### config.mk
export PLATFORM = sky130hd
export DESIGN_NAME = wda_defect_alarm
export DESIGN_NICKNAME = d
export VERILOG_FILES = /design/src/hw/wda_pkg.sv /design/src/hw/wda_cnt_if.sv /design/src/hw/wda_err_counter.sv /design/src/hw/wda_defect_alarm.sv
export SDC_FILE = /design/constraint.sdc
export NUM_CORES = 1
export LEC_CHECK = 0
export ABC_CLOCK_PERIOD_IN_PS = 31400
export BUFFER_PORTS_ARGS = -buffer_cell sky130_fd_sc_hd__buf_2
export CORE_AREA = 2 2 171 299
export DETAILED_ROUTE_END_ITERATION = 16
export DIE_AREA = 0 0 173 301
export PLACE_DENSITY = 0.69
export SLEW_MARGIN = 15
export SYNTH_ARGS = -nofsm -noshare
export SYNTH_HDL_FRONTEND = slang
export SYNTH_SLANG_ARGS = --single-unit
### constraint.sdc
create_clock -name clk -period 31.4 [get_ports clk]
set_input_delay 6.28 -clock clk [delete_from_list [all_inputs] [get_ports clk]]
set_output_delay 6.28 -clock clk [all_outputs]
set_load 0.005 [all_outputs]
### src/hw/wda_pkg.sv
// Purpose: shared constants for the receive defect and alarm block
// Assumes: 100 MHz receive clock
// Notes:   byte offsets of the Avalon-MM register words
`default_nettype none
package wda_pkg;
    localparam int CLK_MHZ     = 100;
    localparam int LOF_SET_US  = 3000;
    localparam int LOF_CLR_US  = 1000;
    localparam int LOF_SET_CYC = LOF_SET_US * CLK_MHZ;
    localparam int LOF_CLR_CYC = LOF_CLR_US * CLK_MHZ;
    localparam int LOF_W       = 20;

    // condition bit positions
    localparam int NCOND   = 12;
    localparam int C_LOS   = 0;
    localparam int C_SEF   = 1;
    localparam int C_LOF   = 2;
    localparam int C_B1    = 3;
    localparam int C_B2    = 4;
    localparam int C_B3    = 5;
    localparam int C_REIL  = 6;
    localparam int C_REILC = 7;
    localparam int C_RDIL  = 8;
    localparam int C_REIP  = 9;
    localparam int C_REIPC = 10;
    localparam int C_UNEQ  = 11;
    localparam logic [NCOND-1:0] SQ_KEEP = 12'h007;

    // counter slots
    localparam int NCNT   = 5;
    localparam int K_B1   = 0;
    localparam int K_B2   = 1;
    localparam int K_B3   = 2;
    localparam int K_REIL = 3;
    localparam int K_REIP = 4;

    // register byte offsets
    localparam logic [5:0] A_STAT  = 6'h00;
    localparam logic [5:0] A_PEND  = 6'h04;
    localparam logic [5:0] A_MASKA = 6'h08;
    localparam logic [5:0] A_MASKB = 6'h0c;
    localparam logic [5:0] A_FORCE = 6'h10;
    localparam logic [5:0] A_CTRL  = 6'h14;
    localparam logic [5:0] A_CNT0  = 6'h18;

    // control fields and reset values
    localparam int CTL_W     = 7;
    localparam int CTL_G0    = 3;
    localparam int CTL_G1    = 5;
    localparam logic [CTL_W-1:0] CTRL_RST = 7'h00;
    localparam logic [NCOND-1:0] MASK_RST = 12'h000;

    typedef enum logic [1:0] {GP_OFF, GP_IRQA, GP_IRQB, GP_LOW} wda_gsel_t;
endpackage
`default_nettype wire

### src/hw/wda_cnt_if.sv
// Purpose: carrier between the alarm block and one error counter
// Assumes: single clock domain
// Notes:   ctl side drives increments, cnt side returns the held count
`default_nettype none
interface wda_cnt_if #(
    parameter int INC_W = 11,
    parameter int CNT_W = 32
);
    logic             frame_stb;
    logic             tick;
    logic             blk_mode;
    logic [INC_W-1:0] inc;
    logic [CNT_W-1:0] held;
    modport ctl (output frame_stb, output tick, output blk_mode, output inc, input held);
    modport cnt (input frame_stb, input tick, input blk_mode, input inc, output held);
endinterface
`default_nettype wire

### src/hw/wda_err_counter.sv
// Purpose: saturating error counter with periodic snapshot
// Assumes: increments arrive with the frame strobe
// Notes:   held value is the count of the last tick interval
`default_nettype none
module wda_err_counter #(
    parameter int INC_W = 11,
    parameter int CNT_W = 32
) (
    // clock and reset
    input  wire logic clk,
    input  wire logic sys_rst,
    // counter carrier
    wda_cnt_if.cnt    cif
);
    typedef struct packed {
        logic [CNT_W-1:0] run;
        logic [CNT_W-1:0] held;
    } wda_cst_t;

    wda_cst_t         st_ff;
    wda_cst_t         nxt_st;
    logic [CNT_W:0]   step;
    logic [CNT_W:0]   sum;

    if (INC_W >= CNT_W || CNT_W < 2)
    begin : g_bad
        $error("counter width must exceed increment width");
    end

    always_comb
    begin
        nxt_st = st_ff;
        step   = '0;
        if (cif.frame_stb)
        begin
            if (cif.blk_mode)
                step = (CNT_W+1)'(|cif.inc);
            else
                step = (CNT_W+1)'(cif.inc);
        end
        sum = {1'b0, st_ff.run} + step;
        if (cif.tick)
        begin
            nxt_st.held = st_ff.run;
            nxt_st.run  = step[CNT_W-1:0];
        end
        else if (sum[CNT_W])
            nxt_st.run = '1;
        else
            nxt_st.run = sum[CNT_W-1:0];
    end

    always_ff @(posedge clk or posedge sys_rst)
    begin
        if (sys_rst)
            st_ff <= '0;
        else
            st_ff <= nxt_st;
    end

    assign cif.held = st_ff.held;
endmodule
`default_nettype wire

### src/hw/wda_defect_alarm.sv
// Purpose: receive defect and anomaly status, pending and interrupt routing
// Assumes: all receive inputs are on clk; Avalon-MM slave with waitrequest
// Notes:   each access answers with waitrequest low on the second edge
`default_nettype none

// Notes on behaviour
// - loss of signal holds the frame aligner in reset
// - severely errored frame is set whenever framing is not synchronised
// - loss of frame after 3 ms of errored frame, clears after 1 ms clean
// - section parity counter nonzero raises a near-end section anomaly
// - line parity counter nonzero raises line anomaly and its status bit
// - path parity counter nonzero raises a near-end path anomaly
// - nonzero line remote error octet flags a far-end line anomaly
// - nonzero path remote error octet flags a far-end path anomaly
// - line remote defect is detected and shown as a live status bit
// - every condition has status, pending and two mask bits
// - counter conditions rise when the tick snapshot becomes nonzero
// - pending reaches output a or b only through its mask bit
// - status follows the condition live and never latches
// - pending sets on any change of status, either direction
// - higher order defects squelch the lower order alarms
// - interrupts leave only through shared general purpose pins
// - each condition can be forced and masked by software
// - pending holds until software reads it; the read clears it
// - block mode counts once per errored frame, else once per bit
// - tick counters saturate instead of wrapping
module wda_defect_alarm
    import wda_pkg::*;
#(
    parameter int LOF_SET = LOF_SET_CYC,
    parameter int LOF_CLR = LOF_CLR_CYC,
    parameter int INC_W   = 11,
    parameter int CNT_W   = 32
) (
    // clock and reset
    input  wire logic              clk,
    input  wire logic              sys_rst,
    // avalon-mm slave
    input  wire logic [5:0]        avs_address,
    input  wire logic              avs_read,
    input  wire logic              avs_write,
    input  wire logic [31:0]       avs_writedata,
    output logic      [31:0]       avs_readdata,
    output logic                   avs_waitrequest,
    // receive monitors
    input  wire logic              pma_los,
    input  wire logic              frame_in_sync,
    input  wire logic              rx_frame_stb,
    input  wire logic [3:0]        b1_mis_cnt,
    input  wire logic [INC_W-1:0]  b2_mis_cnt,
    input  wire logic [3:0]        b3_mis_cnt,
    input  wire logic [7:0]        rei_l_octet,
    input  wire logic [7:0]        rei_p_octet,
    input  wire logic              rdi_l_in,
    input  wire logic              uneq_p_in,
    input  wire logic              periodic_monitor_tick,
    // framer and pins
    output logic                   framer_rst,
    output logic      [1:0]        gpio_out,
    output logic      [1:0]        gpio_oe
);
    typedef struct packed {
        logic [NCOND-1:0] stat;
        logic [NCOND-1:0] pend;
        logic [NCOND-1:0] mask_a;
        logic [NCOND-1:0] mask_b;
        logic [NCOND-1:0] force_v;
        logic [CTL_W-1:0] ctrl;
        logic             lof;
        logic [LOF_W-1:0] lcnt;
        logic             alarm_irq_out_a;
        logic             alarm_irq_out_b;
        logic             frst;
        logic [1:0]       gout;
        logic [1:0]       goe;
        logic             wreq;
        logic [31:0]      rdata;
    } wda_st_t;

    localparam wda_st_t ST_RST = '{wreq: 1'b1, ctrl: CTRL_RST, mask_a: MASK_RST,
                                   mask_b: MASK_RST, default: '0};

    wda_st_t          st_ff;
    wda_st_t          nxt_st;
    logic [INC_W-1:0] inc_v  [NCNT];
    logic [CNT_W-1:0] held_v [NCNT];
    logic [NCOND-1:0] raw;
    logic [NCOND-1:0] det;
    logic             hi_order;
    logic             req;
    logic             done;
    logic             rc_hit;
    logic [31:0]      rd_mux;
    wda_gsel_t        gsel [2];

    if (LOF_SET < 1 || LOF_CLR < 1 || LOF_SET >= 2**LOF_W || LOF_CLR >= 2**LOF_W)
    begin : g_bad_lof
        $error("loss of frame counts out of range");
    end
    if (INC_W < 11 || CNT_W < 32)
    begin : g_bad_cnt
        $error("counter widths too small");
    end

    assign inc_v[K_B1]   = INC_W'(b1_mis_cnt);
    assign inc_v[K_B2]   = b2_mis_cnt;
    assign inc_v[K_B3]   = INC_W'(b3_mis_cnt);
    assign inc_v[K_REIL] = INC_W'(rei_l_octet);
    assign inc_v[K_REIP] = INC_W'(rei_p_octet);

    // one saturating counter per parity and remote error source
    for (genvar k = 0; k < NCNT; k++)
    begin : g_cnt
        wda_cnt_if #(.INC_W(INC_W), .CNT_W(CNT_W)) cif ();
        assign cif.frame_stb = rx_frame_stb;
        assign cif.tick      = periodic_monitor_tick;
        assign cif.blk_mode  = (k < 3) ? st_ff.ctrl[k] : 1'b0;
        assign cif.inc       = inc_v[k];
        assign held_v[k]     = cif.held;
        wda_err_counter #(.INC_W(INC_W), .CNT_W(CNT_W)) u_cnt (
            .clk     (clk),
            .sys_rst (sys_rst),
            .cif     (cif.cnt)
        );
    end

    // raw detection
    always_comb
    begin
        raw          = '0;
        raw[C_LOS]   = pma_los;
        raw[C_SEF]   = !frame_in_sync;
        raw[C_LOF]   = st_ff.lof;
        raw[C_B1]    = |held_v[K_B1];
        raw[C_B2]    = |held_v[K_B2];
        raw[C_B3]    = |held_v[K_B3];
        raw[C_REIL]  = |rei_l_octet;
        raw[C_REILC] = |held_v[K_REIL];
        raw[C_RDIL]  = rdi_l_in;
        raw[C_REIP]  = |rei_p_octet;
        raw[C_REIPC] = |held_v[K_REIP];
        raw[C_UNEQ]  = uneq_p_in;
        det          = raw | st_ff.force_v;
        hi_order     = det[C_LOS] | det[C_LOF];
    end

    // register read mux
    always_comb
    begin
        rd_mux = '0;
        unique case (avs_address)
            A_STAT:  rd_mux = 32'({st_ff.alarm_irq_out_b, st_ff.alarm_irq_out_a, st_ff.stat});
            A_PEND:  rd_mux = 32'(st_ff.pend);
            A_MASKA: rd_mux = 32'(st_ff.mask_a);
            A_MASKB: rd_mux = 32'(st_ff.mask_b);
            A_FORCE: rd_mux = 32'(st_ff.force_v);
            A_CTRL:  rd_mux = 32'(st_ff.ctrl);
            default:
            begin
                for (int k = 0; k < NCNT; k++)
                begin
                    if (avs_address == A_CNT0 + 6'(4 * k))
                        rd_mux = 32'(held_v[k]);
                end
            end
        endcase
    end

    assign req    = avs_read | avs_write;
    assign done   = req & ~st_ff.wreq;
    assign rc_hit = done & avs_read & (avs_address == A_PEND);

    always_comb
    begin
        nxt_st = st_ff;

        // bus handshake: capture on first edge, complete on second
        nxt_st.wreq = 1'b1;
        if (req && st_ff.wreq)
        begin
            nxt_st.wreq  = 1'b0;
            nxt_st.rdata = rd_mux;
        end
        if (done && avs_write)
        begin
            unique case (avs_address)
                A_MASKA: nxt_st.mask_a  = avs_writedata[NCOND-1:0];
                A_MASKB: nxt_st.mask_b  = avs_writedata[NCOND-1:0];
                A_FORCE: nxt_st.force_v = avs_writedata[NCOND-1:0];
                A_CTRL:  nxt_st.ctrl    = avs_writedata[CTL_W-1:0];
                default: nxt_st.ctrl    = st_ff.ctrl;
            endcase
        end

        // loss of frame persistence timing
        if (!st_ff.lof)
        begin
            if (det[C_SEF])
            begin
                if (st_ff.lcnt >= LOF_W'(LOF_SET - 1))
                begin
                    nxt_st.lof  = 1'b1;
                    nxt_st.lcnt = '0;
                end
                else
                    nxt_st.lcnt = st_ff.lcnt + 1'b1;
            end
            else
                nxt_st.lcnt = '0;
        end
        else
        begin
            if (!det[C_SEF])
            begin
                if (st_ff.lcnt >= LOF_W'(LOF_CLR - 1))
                begin
                    nxt_st.lof  = 1'b0;
                    nxt_st.lcnt = '0;
                end
                else
                    nxt_st.lcnt = st_ff.lcnt + 1'b1;
            end
            else
                nxt_st.lcnt = '0;
        end

        // live status with hierarchy squelch
        nxt_st.stat = hi_order ? (det & SQ_KEEP) : det;

        // pending: read clears what was returned, a new change wins
        nxt_st.pend = st_ff.pend;
        if (rc_hit)
            nxt_st.pend = st_ff.pend & ~st_ff.rdata[NCOND-1:0];
        nxt_st.pend = nxt_st.pend | (nxt_st.stat ^ st_ff.stat);

        nxt_st.alarm_irq_out_a = |(nxt_st.pend & nxt_st.mask_a);
        nxt_st.alarm_irq_out_b = |(nxt_st.pend & nxt_st.mask_b);

        nxt_st.frst = det[C_LOS];

        // shared pin function select
        gsel[0] = wda_gsel_t'(nxt_st.ctrl[CTL_G0 +: 2]);
        gsel[1] = wda_gsel_t'(nxt_st.ctrl[CTL_G1 +: 2]);
        for (int p = 0; p < 2; p++)
        begin
            unique case (gsel[p])
                GP_OFF:
                begin
                    nxt_st.gout[p] = 1'b0;
                    nxt_st.goe[p]  = 1'b0;
                end
                GP_IRQA:
                begin
                    nxt_st.gout[p] = nxt_st.alarm_irq_out_a;
                    nxt_st.goe[p]  = 1'b1;
                end
                GP_IRQB:
                begin
                    nxt_st.gout[p] = nxt_st.alarm_irq_out_b;
                    nxt_st.goe[p]  = 1'b1;
                end
                GP_LOW:
                begin
                    nxt_st.gout[p] = 1'b0;
                    nxt_st.goe[p]  = 1'b1;
                end
            endcase
        end
    end

    always_ff @(posedge clk or posedge sys_rst)
    begin
        if (sys_rst)
            st_ff <= ST_RST;
        else
            st_ff <= nxt_st;
    end

    assign avs_readdata    = st_ff.rdata;
    assign avs_waitrequest = st_ff.wreq;
    assign framer_rst      = st_ff.frst;
    assign gpio_out        = st_ff.gout;
    assign gpio_oe         = st_ff.goe;
endmodule
`default_nettype wire

==> qor.csv <==
stage,metric,value,unit
run_status,status,completed,
finish,final cell count without fillers,2800,
timing,final setup fails,0,
drt,first-iteration detailed-routing DRC count,1542,
cts,Clock transition at path regs,0.06,ns
finish,FILL cells,4454,
pwr,peak supply drop,33.2,uV
drt,DRT Pass-1 Iters,8,
synthesis,sequential area share after synthesis,50.5,%
die,Die Y-Extent,301,um
synthesis,Yosys reg bits,447,
finish,final core utilization,49.6,%
grt,pin count of the biggest net entering global routing,188,
finish,Antenna Cells,0,
timing,min Tclk post-route,10.14,ns
drt,final WL,63700,um
timing,Final Cycle Share,32.3,%
synthesis,Post-Syn Instances,2071,
grt,first-pass GRT wire length,98500,um
grt,initial antenna violation count,1,
die,full die area,0.0521,mm^2
placement,port buffer count,100,
cts,CTS tree,yes,
synthesis,Synth async-reset ratio,100,%
drt,via density per instance,5.97,
synthesis,Netlist cell types,77,
die,Die Width,173,um
critical_path,worst path cell trace,"buf_2, nor2b_1, nand2_1, fa_1, nor2b_1, o21ai_0, a2111oi_0, o31a_1, and2_1, nand2_1, a41o_1, nor2_1",
die,Ports,121,
cts,Inserted Clock Buffers,41,
timing,Pins Over Slew Limit,0,
cts,Clock Root Buffer,clkbuf_16,
grt,Congestion Overflow GR,0,
die,Row Count,108,
cts,clock latency on the worst-skew pair,0.56,ns
critical_path,CP max stage delay,0.62,ns
critical_path,"Data required, critical path",31.89,ns
cts,CTS Hold Bufs,0,
synthesis,Synth Net Count,2195,
pwr,Lkg Pwr,11.2,nW
drt,WL/cell,22.7,um
finish,Area Growth Syn to Fin,10.8,%
timing,Max transition margin,27.6,%
timing,Worst Skew,0.0205,ns
die,Initial Util,44.8,%
critical_path,crit path launch type,input pin,
drt,total number of vias,16700,
synthesis,Mapped Area,0.0221,mm^2
die,core area,0.0495,mm^2
synthesis,number of synthesized flops with an enable pin,0,
timing,RSZ-0062 raised after global routing,no,
critical_path,Crit Path Class,in -> reg,
grt,number of global-route vias before repair,17000,
critical_path,WP data arrival,10.63,ns
cts,H-Tree Depth,2,
critical_path,"Buf+Inv Stages, Crit Path",1,
timing,setup TNS,0,ns
min_path,hold crit path type,reg -> reg,
cts,Clock Path Buffers,3,
critical_path,CP max FO,22,
placement,dpl hpwl,46200,um
placement,placed instance count,2724,
timing,final hold vios,0,
cts,post-CTS setup buffers,0,
drt,residual DRC count,0,
synthesis,syn avg cell area,10.7,um^2
flow_run,max-cap violation count,0,
drt,Final ANT Viol Nets,0,
grt,gr usage total,24.4,%
cts,clk sink count,447,
timing,max frequency,98.6,MHz
critical_path,Worst Setup End Kind,flop,
placement,RePlAce Congestion,0.916,
critical_path,"CP delay by family, top",simple AND/OR/NAND/NOR gates,
synthesis,Synth Flop Type,dfrtp_1,
finish,share of layout cells above drive strength 1,19.0,%
finish,Final nets,2231,
pwr,PD cells,56.1,mW/mm^2
cts,post-cts sizing count,0,
synthesis,synth warn,0,
critical_path,"Slowest-stage cell, CP",a2111oi_0,
timing,actual slew at the worst max-slew pin,1.09,ns
## cell usage after synthesis, types with 18 or more instances
master | number | area, um^2
nor2b_1 | 22 | 138
a31oi_1 | 50 | 313
xnor2_1 | 73 | 639
and2_1 | 19 | 119
nand2_1 | 114 | 428
o21ai_0 | 23 | 115
a21oi_1 | 149 | 746
nand3_1 | 67 | 335
xor2_1 | 66 | 578
nor2_1 | 152 | 571
a22o_1 | 18 | 158
ha_1 | 36 | 450
a221oi_1 | 18 | 158
mux2_2 | 186 | 2090
a222oi_1 | 20 | 200
nor4_1 | 48 | 300
a22oi_1 | 46 | 345
and3_1 | 38 | 238
nor3_1 | 58 | 290
nand4_1 | 30 | 188
dfrtp_1 | 446 | 11200
mux2i_1 | 21 | 210
inv_1 | 86 | 323
buf_4 | 37 | 278
clkbuf_1 | 78 | 293
## cell usage in the layout, fill, tap and decap left out, types with 30 or more instances in the layout
cell / count
nor3_1: 57
buf_2: 99
nand3_1: 67
clkbuf_16: 43
a21oi_1: 149
nand2_1: 114
nand4_1: 30
and3_1: 38
nor4_1: 47
a22oi_1: 46
ha_1: 36
xnor2_1: 73
xor2_1: 66
a31oi_1: 50
mux2_2: 186
dfrtp_1: 446
inv_1: 85
nor2_1: 148
## where the power goes
part	internal (mW)	leakage [nW]	total [mW]	switching, mW
sequential	0.612	5.93	0.656	0.0447
combinational	0.0697	4.56	0.163	0.0931
clock	0.328	0.737	0.557	0.228
## stage by stage
step / setup slack, ns / cell area [um^2] / hold WS, ns / power [mW]
floorplan: 12.66 / 22100 / 0.433 / 0.769
global placement: 20.66 / 23000 / 0.444 / 0.822
detailed placement: 20.58 / 23000 / 0.456 / 0.828
CTS: 21.15 / 24500 / 0.465 / 1.38
global route: 20.95 / 24500 / 0.486 / 1.42
finish: 21.26 / 24500 / 0.464 / 1.38
## area by class of cell
class	count	area, um^2	area share [%]
Clock buffer	56	1200	4.91
Multi-Input combinational cell	1409	10000	40.8
Inverter	87	334	1.36
Clock inverter	20	292	1.19
Tap cell	660	826	3.37
Timing Repair Buffer	121	681	2.77
Sequential cell	447	11200	45.6
## state kept, by name (all words and copies together) (netlist names)
signal / flops
g_cnt.u_cnt.cif.held: 160
raw: 1
gpio_out: 2
g_cnt.u_cnt.st_ff: 160
avs_readdata: 32
gpio_oe: 2
avs_waitrequest: 1
st_ff: 86
g_cnt.cif.blk_mode: 3
## routing by layer
layer	vias up	global-route usage [%]	wire length (um)
li1	7542	-	-
met1	8399	26.3	22700
met2	561	43.7	32900
met3	205	3.48	3010
met4	2	17.4	5040
met5	-	0	7
## worst paths after layout
kind / startpoint / end / slack, ns / cells past startpoint
setup / recovery: rx_frame_stb / g_cnt[1].u_cnt.st_ff[59]$_DFF_PP0_ / 21.26 / 12
hold / removal: st_ff[40]$_DFF_PP0_ / st_ff[40]$_DFF_PP0_ / 0.46 / 1
setup reg to reg: g_cnt[1].cif.blk_mode$_DFFE_PP0P_ / g_cnt[1].u_cnt.st_ff[59]$_DFF_PP0_ / 27.10 / 11
hold reg to reg: st_ff[40]$_DFF_PP0_ / st_ff[40]$_DFF_PP0_ / 0.46 / 1
max in group asynchronous: sys_rst / g_cnt[0].u_cnt.st_ff[55]$_DFF_PP0_ / 23.16 / 4
min in group asynchronous: sys_rst / g_cnt[4].u_cnt.st_ff[35]$_DFF_PP0_ / 5.87 / 2
## kinds of logic after synthesis
kind of cell | Yosys count | synth area share [%]
other | 1 | 0.0169
buffers and inverters | 215 | 4.35
adder cells (fa/ha/maj) | 41 | 2.49
AND/OR/NAND/NOR | 591 | 13.4
flip-flops | 447 | 50.5
XOR/XNOR | 139 | 5.50
AO/OA/AOI/OAI | 429 | 13.2
multiplexers | 208 | 10.5
No activity file was read; power rests on OpenSTA's default activity.
